<file path="src/csr_pkg.sv">
// Purpose: shared constants for the can slave command responder
// Assumes: 11-bit identifiers, classic frames of at most eight data bytes
// Notes:   byte 0 of a frame is the first byte on the wire
package csr_pkg;

  // identifier layout
  localparam int          ID_W          = 11;
  localparam int          FN_MSB        = 10;
  localparam int          FN_LSB        = 7;
  localparam int          NODE_MSB      = 6;
  localparam int          NODE_LSB      = 0;
  localparam logic [6:0]  NODE_BCAST    = 7'h00;
  localparam logic [6:0]  NODE_RESP     = 7'h7f;

  // function codes (normal response has bit 0 clear)
  // codes are the 4-bit field at id bits 10..7, so id 0x200 gives 4'h4
  localparam logic [3:0]  FN_READ       = 4'h4;
  localparam logic [3:0]  FN_WRITE_VOL  = 4'h8;
  localparam logic [3:0]  FN_WRITE_PERS = 4'hc;
  localparam logic [3:0]  FN_DIAG       = 4'he;
  localparam logic [3:0]  FN_EXC_BIT    = 4'h1;

  // status / error codes
  localparam logic [7:0]  ST_OK         = 8'h00;
  localparam logic [7:0]  ERR_FUNC      = 8'h01;
  localparam logic [7:0]  ERR_ADDR      = 8'h02;
  localparam logic [7:0]  ERR_FRAME     = 8'h03;
  localparam logic [7:0]  ERR_FAIL      = 8'h04;
  localparam logic [7:0]  ERR_RANGE     = 8'h05;
  localparam logic [7:0]  ERR_RO        = 8'h06;
  localparam logic [7:0]  ERR_RUNNING   = 8'h07;
  localparam logic [7:0]  ERR_PASSWORD  = 8'h08;

  // lengths
  localparam logic [3:0]  DLC_STATUS    = 4'h2;
  localparam logic [3:0]  DLC_DIAG_REQ  = 4'h2;
  localparam logic [3:0]  DLC_DIAG_RSP  = 4'h4;
  localparam logic [3:0]  DLC_PAIR      = 4'h4;
  localparam int          MAX_RD_REGS   = 3;
  localparam int          MAX_WR_PAIRS  = 2;

  // response buffer: word 0 holds node and status, then data words
  localparam int          RSP_WORDS     = 4;

endpackage : csr_pkg

</file>
<file path="src/csr_word_mem.sv">
// Purpose: small response word store with registered read data
// Assumes: one write port and one read port on the same clock
// Notes:   contents are not cleared by reset
`timescale 1ns/1ps
`default_nettype none

module csr_word_mem #(
  parameter int W = 16,
  parameter int D = 4
) (
  input  wire logic                 core_clk,
  input  wire logic                 we,
  input  wire logic [$clog2(D)-1:0] waddr,
  input  wire logic [W-1:0]         wdata,
  input  wire logic [$clog2(D)-1:0] raddr,
  output logic      [W-1:0]         rdata
);

  logic [W-1:0] mem [D];

  if (D < 2 || W < 1) begin : g_bad_geometry
    $error("csr_word_mem: bad geometry");
  end

  always_ff @(posedge core_clk) begin
    if (we) begin
      mem[waddr] <= wdata;
    end
  end

  always_ff @(posedge core_clk) begin
    rdata <= mem[raddr];
  end

endmodule : csr_word_mem

`default_nettype wire

</file>
<file path="src/csr_responder.sv">
// Purpose: decodes register-access request frames and builds response frames
// Assumes: parameter store outside answers each access with an ack and fault flags
// Notes:   one request in flight; rx_ready is low from acceptance until the answer leaves
`timescale 1ns/1ps
`default_nettype none

// What this block does
// - node field zero is a broadcast that this slave accepts.
// - broadcasts are executed but never answered.
// - executable request gets a normal response.
// - unexecutable request gets an exception response with the cause.
// - normal response repeats function code with bit 0 cleared.
// - exception response sets function code bit 0.
// - status byte 00 on success, nonzero error code otherwise.
// - unsupported function code gives error 01.
// - bad address, or start plus length invalid, gives error 02.
// - data length wrong for the function gives error 03.
// - unrecoverable fault during execution gives error 04.
// - written value outside register limits gives error 05.
// - write to read-only register gives 06 and changes nothing.
// - write to stop-only register while running gives 07.
// - password-protected register gives 08.
// - control word write 1 runs forward, 0 stops, length four.
// - response identifier node field is 7F, status responses length two.
// - register 0007 sets running frequency in hundredths of a hertz.
// - read lists addresses, answer carries node, status, values high first.
// - two-byte diagnostic is echoed with length four.
// - function c writes persistently, function 8 writes volatile.
// - a write carries at most two pairs, length four per pair.
module csr_responder
  import csr_pkg::*;
#(
  parameter int RD_REGS  = MAX_RD_REGS,
  parameter int WR_PAIRS = MAX_WR_PAIRS
) (
  input  wire logic              core_clk,
  input  wire logic              rst_b,
  input  wire logic [6:0]        node_addr,
  input  wire logic              drive_running,
  input  wire logic              rx_valid,
  output logic                   rx_ready,
  input  wire logic [ID_W-1:0]   rx_id,
  input  wire logic [3:0]        rx_dlc,
  input  wire logic [63:0]       rx_data,
  output logic                   par_req,
  output logic                   par_write,
  output logic                   par_persist,
  output logic [15:0]            par_addr,
  output logic [15:0]            par_wdata,
  input  wire logic              par_ack,
  input  wire logic [15:0]       par_rdata,
  input  wire logic              par_bad_addr,
  input  wire logic              par_read_only,
  input  wire logic              par_run_locked,
  input  wire logic              par_password,
  input  wire logic              par_out_of_range,
  input  wire logic              par_fail,
  output logic                   tx_valid,
  input  wire logic              tx_ready,
  output logic [ID_W-1:0]        tx_id,
  output logic [3:0]             tx_dlc,
  output logic [63:0]            tx_data
);

  if (RD_REGS < 1 || RD_REGS > MAX_RD_REGS || WR_PAIRS < 1 || WR_PAIRS > MAX_WR_PAIRS) begin : g_bad_params
    $error("csr_responder: RD_REGS or WR_PAIRS out of range");
  end

  typedef enum logic [2:0] {
    S_IDLE, S_CHECK, S_ACCESS, S_WAIT, S_FINISH, S_LOAD, S_SEND
  } csr_state_e;

  ////////////////////////////////////////////////////////////////////////////
  // helpers

  // 16-bit word starting at byte k, first byte is the high byte
  function automatic logic [15:0] csr_word_at(input logic [63:0] d, input logic [2:0] k);
    logic [5:0] sh;
    sh = 6'(7 - int'(k)) * 6'd8;
    return {8'((d >> sh)), 8'((d >> (sh - 6'd8)))};
  endfunction : csr_word_at

  function automatic logic csr_fn_supported(input logic [3:0] fn);
    return fn == FN_READ || fn == FN_WRITE_VOL || fn == FN_WRITE_PERS || fn == FN_DIAG;
  endfunction : csr_fn_supported

  // store fault flags to error code, first match wins
  function automatic logic [7:0] csr_fault_code(input logic wr, input logic running,
                                                input logic bad, input logic ro, input logic rl,
                                                input logic pw, input logic rng, input logic fl);
    if (bad)                  return ERR_ADDR;
    else if (pw)              return ERR_PASSWORD;
    else if (wr && ro)        return ERR_RO;
    else if (wr && rl && running) return ERR_RUNNING;
    else if (wr && rng)       return ERR_RANGE;
    else if (fl)              return ERR_FAIL;
    else                      return ST_OK;
  endfunction : csr_fault_code

  ////////////////////////////////////////////////////////////////////////////
  // request capture

  csr_state_e  state;
  logic [3:0]  fn;
  logic        bcast;
  logic [3:0]  dlc;
  logic [63:0] req_data;
  logic [7:0]  status;
  logic [1:0]  idx;
  logic [1:0]  n_items;
  logic [2:0]  rd_cnt;
  logic [2:0]  n_words;
  logic [7:0]  next_status;

  logic        accept;
  logic        for_us;
  logic        is_write;
  logic        ack_ok;
  logic [7:0]  fault;

  assign rx_ready = (state == S_IDLE);
  assign for_us   = rx_id[NODE_MSB:NODE_LSB] == node_addr
                    || rx_id[NODE_MSB:NODE_LSB] == NODE_BCAST;
  assign accept   = rx_valid && rx_ready && for_us;
  assign is_write = fn == FN_WRITE_VOL || fn == FN_WRITE_PERS;
  assign fault    = csr_fault_code(is_write, drive_running, par_bad_addr, par_read_only,
                                   par_run_locked, par_password, par_out_of_range, par_fail);
  assign ack_ok   = par_ack && fault == ST_OK;

  always_ff @(posedge core_clk or negedge rst_b) begin
    if (!rst_b) begin
      fn       <= 4'h0;
      bcast    <= 1'b0;
      dlc      <= 4'h0;
      req_data <= 64'h0;
    end else if (accept) begin
      fn       <= rx_id[FN_MSB:FN_LSB];
      bcast    <= rx_id[NODE_MSB:NODE_LSB] == NODE_BCAST;
      dlc      <= rx_dlc;
      req_data <= rx_data;
    end
  end

  ////////////////////////////////////////////////////////////////////////////
  // length and function checks

  always_comb begin
    next_status = ST_OK;
    if (!csr_fn_supported(fn)) begin
      next_status = ERR_FUNC;
    end else if (fn == FN_DIAG) begin
      if (dlc != DLC_DIAG_REQ) next_status = ERR_FRAME;
    end else if (fn == FN_READ) begin
      if (dlc == 4'h0 || dlc[0]) next_status = ERR_FRAME;
      else if (int'(dlc) > 2 * RD_REGS) next_status = ERR_ADDR;
    end else begin
      if (dlc == 4'h0 || dlc[1:0] != 2'b00 || int'(dlc) > int'(DLC_PAIR) * WR_PAIRS) begin
        next_status = ERR_FRAME;
      end
    end
  end

  ////////////////////////////////////////////////////////////////////////////
  // sequencer

  always_ff @(posedge core_clk or negedge rst_b) begin
    if (!rst_b) begin
      state   <= S_IDLE;
      status  <= ST_OK;
      idx     <= 2'd0;
      n_items <= 2'd0;
      rd_cnt  <= 3'd0;
    end else begin
      unique case (state)
        S_IDLE: begin
          if (accept) state <= S_CHECK;
        end
        S_CHECK: begin
          status <= next_status;
          idx    <= 2'd0;
          n_items <= (fn == FN_READ) ? 2'(dlc >> 1) : 2'(dlc >> 2);
          if (next_status != ST_OK || fn == FN_DIAG) state <= S_FINISH;
          else state <= S_ACCESS;
        end
        S_ACCESS: begin
          state <= S_WAIT;
        end
        S_WAIT: begin
          if (par_ack) begin
            if (fault != ST_OK) begin
              status <= fault;
              state  <= S_FINISH;
            end else if (idx + 2'd1 == n_items) begin
              state <= S_FINISH;
            end else begin
              idx   <= idx + 2'd1;
              state <= S_ACCESS;
            end
          end
        end
        S_FINISH: begin
          rd_cnt <= 3'd0;
          if (bcast) state <= S_IDLE;
          else state <= S_LOAD;
        end
        S_LOAD: begin
          rd_cnt <= rd_cnt + 3'd1;
          if (rd_cnt == 3'(RSP_WORDS)) state <= S_SEND;
        end
        S_SEND: begin
          if (tx_ready) state <= S_IDLE;
        end
      endcase
    end
  end

  ////////////////////////////////////////////////////////////////////////////
  // parameter store access

  always_ff @(posedge core_clk or negedge rst_b) begin
    if (!rst_b) begin
      par_req     <= 1'b0;
      par_write   <= 1'b0;
      par_persist <= 1'b0;
      par_addr    <= 16'h0000;
      par_wdata   <= 16'h0000;
    end else if (state == S_ACCESS) begin
      par_req     <= 1'b1;
      par_write   <= is_write;
      par_persist <= fn == FN_WRITE_PERS;
      if (fn == FN_READ) begin
        par_addr  <= csr_word_at(req_data, {idx, 1'b0});
        par_wdata <= 16'h0000;
      end else begin
        // control word, frequency and other targets are all routed to the store
        par_addr  <= csr_word_at(req_data, {idx[0], 2'b00});
        par_wdata <= csr_word_at(req_data, {idx[0], 2'b10});
      end
    end else if (par_ack) begin
      par_req <= 1'b0;
    end
  end

  ////////////////////////////////////////////////////////////////////////////
  // response buffer

  logic                          mem_we;
  logic [$clog2(RSP_WORDS)-1:0]  mem_waddr;
  logic [15:0]                   mem_wdata;
  logic [15:0]                   mem_rdata;

  always_comb begin
    mem_we    = 1'b0;
    mem_waddr = '0;
    mem_wdata = 16'h0000;
    if (state == S_CHECK && fn == FN_DIAG) begin
      mem_we    = 1'b1;
      mem_waddr = 2'd1;
      mem_wdata = csr_word_at(req_data, 3'd0);
    end else if (state == S_WAIT && ack_ok && fn == FN_READ) begin
      mem_we    = 1'b1;
      mem_waddr = 2'(idx + 2'd1);
      mem_wdata = par_rdata;
    end else if (state == S_FINISH) begin
      mem_we    = 1'b1;
      mem_waddr = 2'd0;
      mem_wdata = {1'b0, node_addr, status};
    end
  end

  csr_word_mem #(
    .W (16),
    .D (RSP_WORDS)
  ) u_mem (
    .core_clk (core_clk),
    .we       (mem_we),
    .waddr    (mem_waddr),
    .wdata    (mem_wdata),
    .raddr    (2'(rd_cnt)),
    .rdata    (mem_rdata)
  );

  ////////////////////////////////////////////////////////////////////////////
  // response frame

  assign tx_valid = (state == S_SEND);

  always_ff @(posedge core_clk or negedge rst_b) begin
    if (!rst_b) begin
      tx_id   <= '0;
      tx_dlc  <= 4'h0;
      n_words <= 3'd0;
    end else if (state == S_FINISH) begin
      if (status != ST_OK) begin
        tx_id   <= {fn | FN_EXC_BIT, NODE_RESP};
        tx_dlc  <= DLC_STATUS;
        n_words <= 3'd1;
      end else begin
        tx_id   <= {fn & ~FN_EXC_BIT, NODE_RESP};
        if (fn == FN_READ) begin
          tx_dlc  <= DLC_STATUS + {n_items, 1'b0};
          n_words <= 3'(n_items) + 3'd1;
        end else if (fn == FN_DIAG) begin
          tx_dlc  <= DLC_DIAG_RSP;
          n_words <= 3'd2;
        end else begin
          tx_dlc  <= DLC_STATUS;
          n_words <= 3'd1;
        end
      end
    end
  end

  // word j of the buffer lands in bytes 2j and 2j+1; unused bytes stay zero
  always_ff @(posedge core_clk or negedge rst_b) begin
    if (!rst_b) begin
      tx_data <= 64'h0;
    end else if (state == S_FINISH) begin
      tx_data <= 64'h0;
    end else if (state == S_LOAD && rd_cnt != 3'd0 && (rd_cnt - 3'd1) < n_words) begin
      tx_data[63 - 16 * (int'(rd_cnt) - 1) -: 16] <= mem_rdata;
    end
  end

endmodule : csr_responder

`default_nettype wire

</file>
<file path="config.mk">
export PLATFORM = sky130hd
export DESIGN_NAME = csr_responder
export DESIGN_NICKNAME = d
export VERILOG_FILES = /design/src/csr_pkg.sv /design/src/csr_word_mem.sv /design/src/csr_responder.sv
export SDC_FILE = /design/constraint.sdc
export NUM_CORES = 1
export LEC_CHECK = 0
export ABC_CLOCK_PERIOD_IN_PS = 3000
export BUFFER_PORTS_ARGS = -buffer_cell sky130_fd_sc_hd__buf_4
export CAP_MARGIN = 20
export CORE_MARGIN = 2
export CORE_UTILIZATION = 50
export DETAILED_ROUTE_END_ITERATION = 8
export GPL_TIMING_DRIVEN = 0
export PLACE_DENSITY = 0.76
export SLEW_MARGIN = 10
export SYNTH_ARGS = -nofsm -noshare
export SYNTH_HDL_FRONTEND = slang
export SYNTH_SLANG_ARGS = --single-unit
</file>
<file path="constraint.sdc">
create_clock -name core_clk -period 3 [get_ports core_clk]
set_input_delay 0.6 -clock core_clk [delete_from_list [all_inputs] [get_ports core_clk]]
set_output_delay 0.6 -clock core_clk [all_outputs]
set_load 0.01 [all_outputs]
</file>
==> results.yml, run 1 <==
power_and_ir_drop:
  p_int_w: 0.00798
  ir_drop_mv: 0.478
  clockPowerShare_pct: 31.7
  total_power_w: 0.0114
  leakage_nw: 6.99
  p_switching_w: 0.00343
  seqPwrFrac_pct: 42.5
  p_sw_share_pct: 30.1
  power_frac_comb_pct: 25.8
  p_per_area_mw_per_mm2: 746
synthesis:
  synth-edff-count: 64
  synthArstFlopShare_pct: 70.8
  syn_nets: 1034
  synth-simple-area-share_pct: 8.71
  synth_top_area_share_pct: 40.7
  ys_ff_latch: 274
  synth_top_family_by_area: "multiplexers"
  synth_top_area_cell: "dfrtp_1"
  yosysSeqAreaShare_pct: 59.4
  ys.flop_type: "dfrtp_1"
  synth_cell_types: 65
  synth-compound-area-share_pct: 11.7
  synth_mux_area_share_pct: 15.0
  synth_cells: 912
  synth_area_per_cell_um2: 13.1
  synthAdderAreaFrac_pct: 0.838
  ys_warn_count: 0
  synth-xor-area-share_pct: 0.587
  synth_area_mm2: 0.0119
  synthTopCellsByArea: "dfrtp_1, edfxtp_1, mux2_4, o21ai_0, mux4_2"
finish:
  layout.nets: 1301
  mostFrequentLayoutCells: "buf_4, dfrtp_1, nand2_1, o21ai_0, mux2_4"
  final_cell_count_no_fill: 1520
  antenna_cells: 0
  design_area_mm2: 0.0153
  final_common_cell: "buf_4"
  areaGrowthSynthToFinish_pct: 28.2
  fillerInstances: 1750
  drive_above_1_share_pct: 36.5
setup_path:
  path_class: "reg -> reg"
  setup.worst_path.end_class: "flop"
  cp_data_arrival_time_ns: 3.29
  crit_path_frequent_cell: "buf_4"
  path_buf_inv: 4
  start_kind: "flop"
  required_ns: 3.40
  path_cells: "buf_1 > or3_1 > ha_2 > nor4bb_4 > buf_4 > nand4_1 > buf_4 > clkbuf_2 > nand3_1 > o21ai_0"
  critPathMaxStageDelay_ns: 0.46
  cpLargestDelayFamily: "buffers and inverters"
  path_max_fanout: 10
  crit_slowest_cell: "dfrtp_1"
clock_network:
  postCtsHoldBufs: 0
  cts.htree.levels: 1
  clkTransAtPathRegs_ns: 0.06
  insertion_delay_ns: 0.54
  cts_buffers: 28
  root_buffer: "clkbuf_16"
  numClockSinks: 274
  cts_tree: "built"
  clock_path_buffers: 3
routing:
  drt-vias-per-instance: 5.68
  wl_um: 31100
  drc: 0
  vias: 8626
  wl_per_cell_um: 20.4
  drt_iter0_drc: 566
  drt_first_pass_iters: 6
  drtAntennaViolNets: 0
timing:
  relSlewSlack_pct: 38.5
  finalClockSkew_ns: 0.0125
  tightest_slew_ns: 0.922
  fin_crit_sh_pct: 96.3
  finalSetupViolCount: 0
  hold_viol: 0
  min_period_ns: 2.89
  setup_ws_ns: 0.110
  finalSetupTns_ns: 0
  fmax_mhz: 346
  slew_viol_final: 0
global_routing:
  antenna_found_initial: 0
  grt_pass1_vias: 8623
  grt_pass1_wl_um: 47500
  overflow: 0
  grt_start_max_net_pins: 115
  grt_util_all_layers_pct: 24.6
place:
  dpl_cell_area_mm2: 0.0141
  place_hpwl_um: 22200
  place.gp.congestion: 0.849
  place_ws_ns: -0.706
  dp.cells: 1460
  port_buffers: 227
die:
  initial_core_util_pct: 50.9
  io_pins: 230
  die_h_um: 159
  die_area_mm2: 0.0251
  rows: 56
  die_width_um: 159
  coreArea_mm2: 0.0235
run_status:
  status: "completed"
min_path:
  hp-class: "in -> async"
run:
  max_cap_violations: 0
==> power by group through the flow <==
stage | Sequential [W] | Clock (W) | Combinational, W
final | 0.00485 | 0.00362 | 0.00294
after CTS | 0.00484 | 0.00367 | 0.00280
after floorplan | 0.00484 | 0 | 0.00147
after global routing | 0.00490 | 0.00383 | 0.00319
after detailed placement | 0.00490 | 0 | 0.00257
after global placement | 0.00488 | 0 | 0.00248
==> metrics by stage <==
stage	utilization (%)	hold WS, ns
2_1_floorplan	-	0.304
3_3_place_gp	59.8	0.459
3_5_place_dp	60.1	0.470
4_1_cts	64.7	0.126
5_1_grt	65.2	0.149
6_report	65.2	0.106
==> registers in the layout (all words and copies together) (netlist names) <==
name / flops
bcast: 1
dlc: 4
fn: 4
idx: 2
n_items: 2
n_words: 3
par_addr: 16
par_persist: 1
par_req: 1
par_wdata: 16
par_write: 1
rd_cnt: 3
req_data: 64
state: 3
status: 4
tx_data: 64
tx_id: 5
u_mem.mem: 64
u_mem.rdata: 16
==> worst paths after layout <==
path                              from           end  slack [ns]  depth (start not counted)
max in group asynchronous        rst_b  req_data[27]        2.05                          3
setup / recovery             rd_cnt[0]   tx_data[36]        0.11                         10
min in group core_clk      rx_data[20]  req_data[20]        0.29                          2
setup reg to reg             rd_cnt[0]   tx_data[36]        0.11                         10
hold reg to reg               tx_id[8]      tx_id[8]        0.48                          2
hold / removal                   rst_b   tx_data[49]        0.11                          2
==> layout make-up <==
class	count	area, µm²	area share [%]
buffer	69	417	2.72
clock inverter	16	209	1.37
inverter	21	78.8	0.515
tap	319	399	2.61
timing repair buffer	237	1830	11.9
sequential	274	7100	46.4
multi-input combinational	548	4520	29.6
clock buffer	36	752	4.91
==> cell usage after synthesis, drive strengths merged, types with 10 or more instances <==
library cell,count
mux4,16
a222oi,11
clkbuf,37
buf,32
a21oi,10
mux2i,34
inv,21
a221oi,16
o21a,16
nor2,15
nand2,94
dfxtp,16
dfrtp,194
edfxtp,64
nand3,43
mux2,73
a22o,38
o21ai,84
==> layer usage <==
metal | part of all wire, % | wire length (µm) | global-route usage (%)
met4 | 2.1 | 653 | 7.64
met3 | 8.0 | 2500 | 5.33
met1 | 41 | 12700 | 31.8
met5 | 0 | 0 | 0
met2 | 49 | 15300 | 41.7
==> logic make-up (layout without fill, tap and decap cells) <==
group,count (synthesis),in the layout
and+or+nand+nor,206,206
buffers and inverters,90,379
other,1,1
adders and majority gates,8,8
DFF,274,274
AOI/OAI and AO/OA,202,202
muxes,123,123
xor gates and xnor gates,8,8
==> timing repair <==
action / in CTS / in global routing
setup endpoints to repair: 128 / 92
pin swaps: 2 / 4
gates resized for setup: 32 / 25
buffers inserted: 2 / 6
Note: power is estimated with default switching activity, not from simulation.
==> run 2, diff against run 1 <==
--- a/config.mk
+++ b/config.mk
@@ -9,10 +9,11 @@
 export BUFFER_PORTS_ARGS = -buffer_cell sky130_fd_sc_hd__buf_4
 export CAP_MARGIN = 20
 export CORE_MARGIN = 2
-export CORE_UTILIZATION = 50
+export CORE_UTILIZATION = 52
+export CTS_BUF_LIST = sky130_fd_sc_hd__clkbuf_4 sky130_fd_sc_hd__clkbuf_8
 export DETAILED_ROUTE_END_ITERATION = 8
 export GPL_TIMING_DRIVEN = 0
-export PLACE_DENSITY = 0.76
+export PLACE_DENSITY = 0.79
 export SLEW_MARGIN = 10
 export SYNTH_ARGS = -nofsm -noshare
 export SYNTH_HDL_FRONTEND = slang
==> results.yml, run 2 (same netlist as run 1, synthesis figures left out) <==
run_status:
  status: "completed"
global_routing:
  met2_usage_pct: 41.5
  use_met3_pct: 7.17
  antenna_found_initial: 0
  grt_start_max_net_pins: 72
  grt_pass1_vias: 8952
  grtUsageMet1_pct: 32.0
  grt_pass1_wl_um: 47800
  overflow: 0
  grt_util_all_layers_pct: 25.4
  busiest_layer: "met2"
place:
  place.gp.congestion: 0.853
  port_buffers: 227
  dp.cells: 1426
  place_hpwl_um: 22500
finish:
  final_common_cell: "buf_4"
  drive_above_1_share_pct: 37.8
  final_util_pct: 67.1
  multi_input_area_mm2: 0.00452
  layout.nets: 1314
  final-seq-area_mm2: 0.00710
  mostFrequentLayoutCells: "buf_4, dfrtp_1, nand2_1, o21ai_0, mux2_4"
  antenna_cells: 0
  final_cell_count_no_fill: 1509
  largestRegisters: "req_data x64, tx_data x64, u_mem.mem x64"
  fillerInstances: 1678
  areaGrowthSynthToFinish_pct: 26.9
power_and_ir_drop:
  ir_drop_mv: 0.429
  power_frac_comb_pct: 26.4
  p_switching_w: 0.00343
  leakage_nw: 6.98
  seqPwrFrac_pct: 44.5
  clockPowerShare_pct: 29.1
  p_per_area_mw_per_mm2: 719
  p_sw_share_pct: 31.4
  p_int_w: 0.00747
clock_network:
  cts_buffers: 44
  cts_tree: "built"
  clkTransAtPathRegs_ns: 0.06
  cts.htree.levels: 2
  clock_path_buffers: 3
  root_buffer: "clkbuf_8"
  numClockSinks: 274
  insertion_delay_ns: 0.55
die:
  die_area_mm2: 0.0242
  die_width_um: 156
  io_pins: 230
  coreArea_mm2: 0.0226
  die_h_um: 156
  rows: 55
  initial_core_util_pct: 52.9
timing:
  hold_viol: 0
  finalClockSkew_ns: 0.0263
  slew_viol_final: 0
  fin_crit_sh_pct: 95.9
  min_period_ns: 2.88
  finalSetupViolCount: 0
  fmax_mhz: 347
  relSlewSlack_pct: 39.0
  tightest_slew_ns: 0.915
  rsz0062_at_grt: "true"
run:
  max_cap_violations: 0
routing:
  vias: 8653
  drtAntennaViolNets: 0
  drc: 0
  drt-vias-per-instance: 5.73
  drt_iter0_drc: 562
  wl_per_cell_um: 20.3
  drt_first_pass_iters: 5
  wl_um: 30600
setup_path:
  path_class: "reg -> reg"
  setup.worst_path.end_class: "flop"
  cp_data_arrival_time_ns: 3.06
  required_ns: 3.19
  path_max_fanout: 16
  start_kind: "flop"
min_path:
  hp-class: "in -> reg"
[run 2: cell count changes in the layout (fill, tap and decap cells not counted), moves of 3 or more]
cell,change
clkbuf_4,+18
clkbuf_1,-5
clkbuf_16,-29
buf_4,-3
bufinv_16,-5
clkbuf_8,+47
o21ai_1,+7
o21ai_0,-7
[run 2: repair_timing]
item | in CTS | in global routing
endpoints found under the setup margin | 128 | 114
pin swaps | 2 | 4
resized for setup | 31 | 27
setup buffers | 2 | 3
endpoints found under the hold margin | 56 | 0
hold buffers | 1 | 0
[run 2: worst paths after layout]
path	start	endpoint	slack, ns	cells after the start
max in group asynchronous	rst_b	req_data[45]	1.39	4
min in group asynchronous	rst_b	tx_data[2]	0.57	2
worst min-delay path	rx_data[7]	req_data[7]	0.27	2
worst min register to register	tx_id[8]	tx_id[8]	0.48	2
worst max-delay path	fn[1]	u_mem.mem[2][3]	0.12	6
worst max register to register	fn[1]	u_mem.mem[2][3]	0.12	6
[run 2: per-stage QoR]
step / hold slack [ns] / TNS (ns) / area [µm²] / setup slack, ns / total power (W)
global route: 0.248 / -1.62 / 15100 / -0.0659 / 0.0114
detailed placement: 0.471 / -38.82 / 14100 / -0.773 / 0.00748
CTS: 0.252 / 0 / 15100 / 0.0337 / 0.0109
floorplan: 0.304 / 0 / 11900 / 0.0248 / 0.00631
finish: 0.275 / 0 / 15100 / 0.122 / 0.0109
global placement: 0.463 / -25.11 / 14000 / -0.591 / 0.00736
[run 2: worst max-delay path, stage by stage (launching register included)]
cell and delay [ns]:
dfrtp_1 0.35, buf_2 0.18, or4b_1 0.53, clkbuf_1 0.20
nor3_1 0.32, clkbuf_1 0.39, and3b_2 0.54
[run 2: layout make-up]
| type | count | area share [%] |
|---|---|---|
| Sequential cell | 274 | 46.9 |
| Multi-Input combinational cell | 548 | 29.8 |
| Timing Repair Buffer | 235 | 12.0 |
| Clock buffer | 68 | 5.39 |
| Buffer | 68 | 2.67 |
| Tap cell | 285 | 2.35 |
| Inverter | 21 | 0.520 |
| Clock inverter | 10 | 0.421 |
[run 2: power groups by stage]
stage                     Sequential [W]  Combinational, W  Clock [W]
after floorplan                  0.00484           0.00147          0
after global placement           0.00488           0.00247          0
after detailed placement         0.00490           0.00258          0
after CTS                        0.00483           0.00282    0.00322
after global routing             0.00491           0.00313    0.00338
final                            0.00485           0.00287    0.00317
[run 2: routing by layer]
metal / share of wire (%) / routed length (µm)
met5: 0 / 0
met4: 3.8 / 1150
met1: 40 / 12300
met2: 47 / 14500
met3: 8.8 / 2710
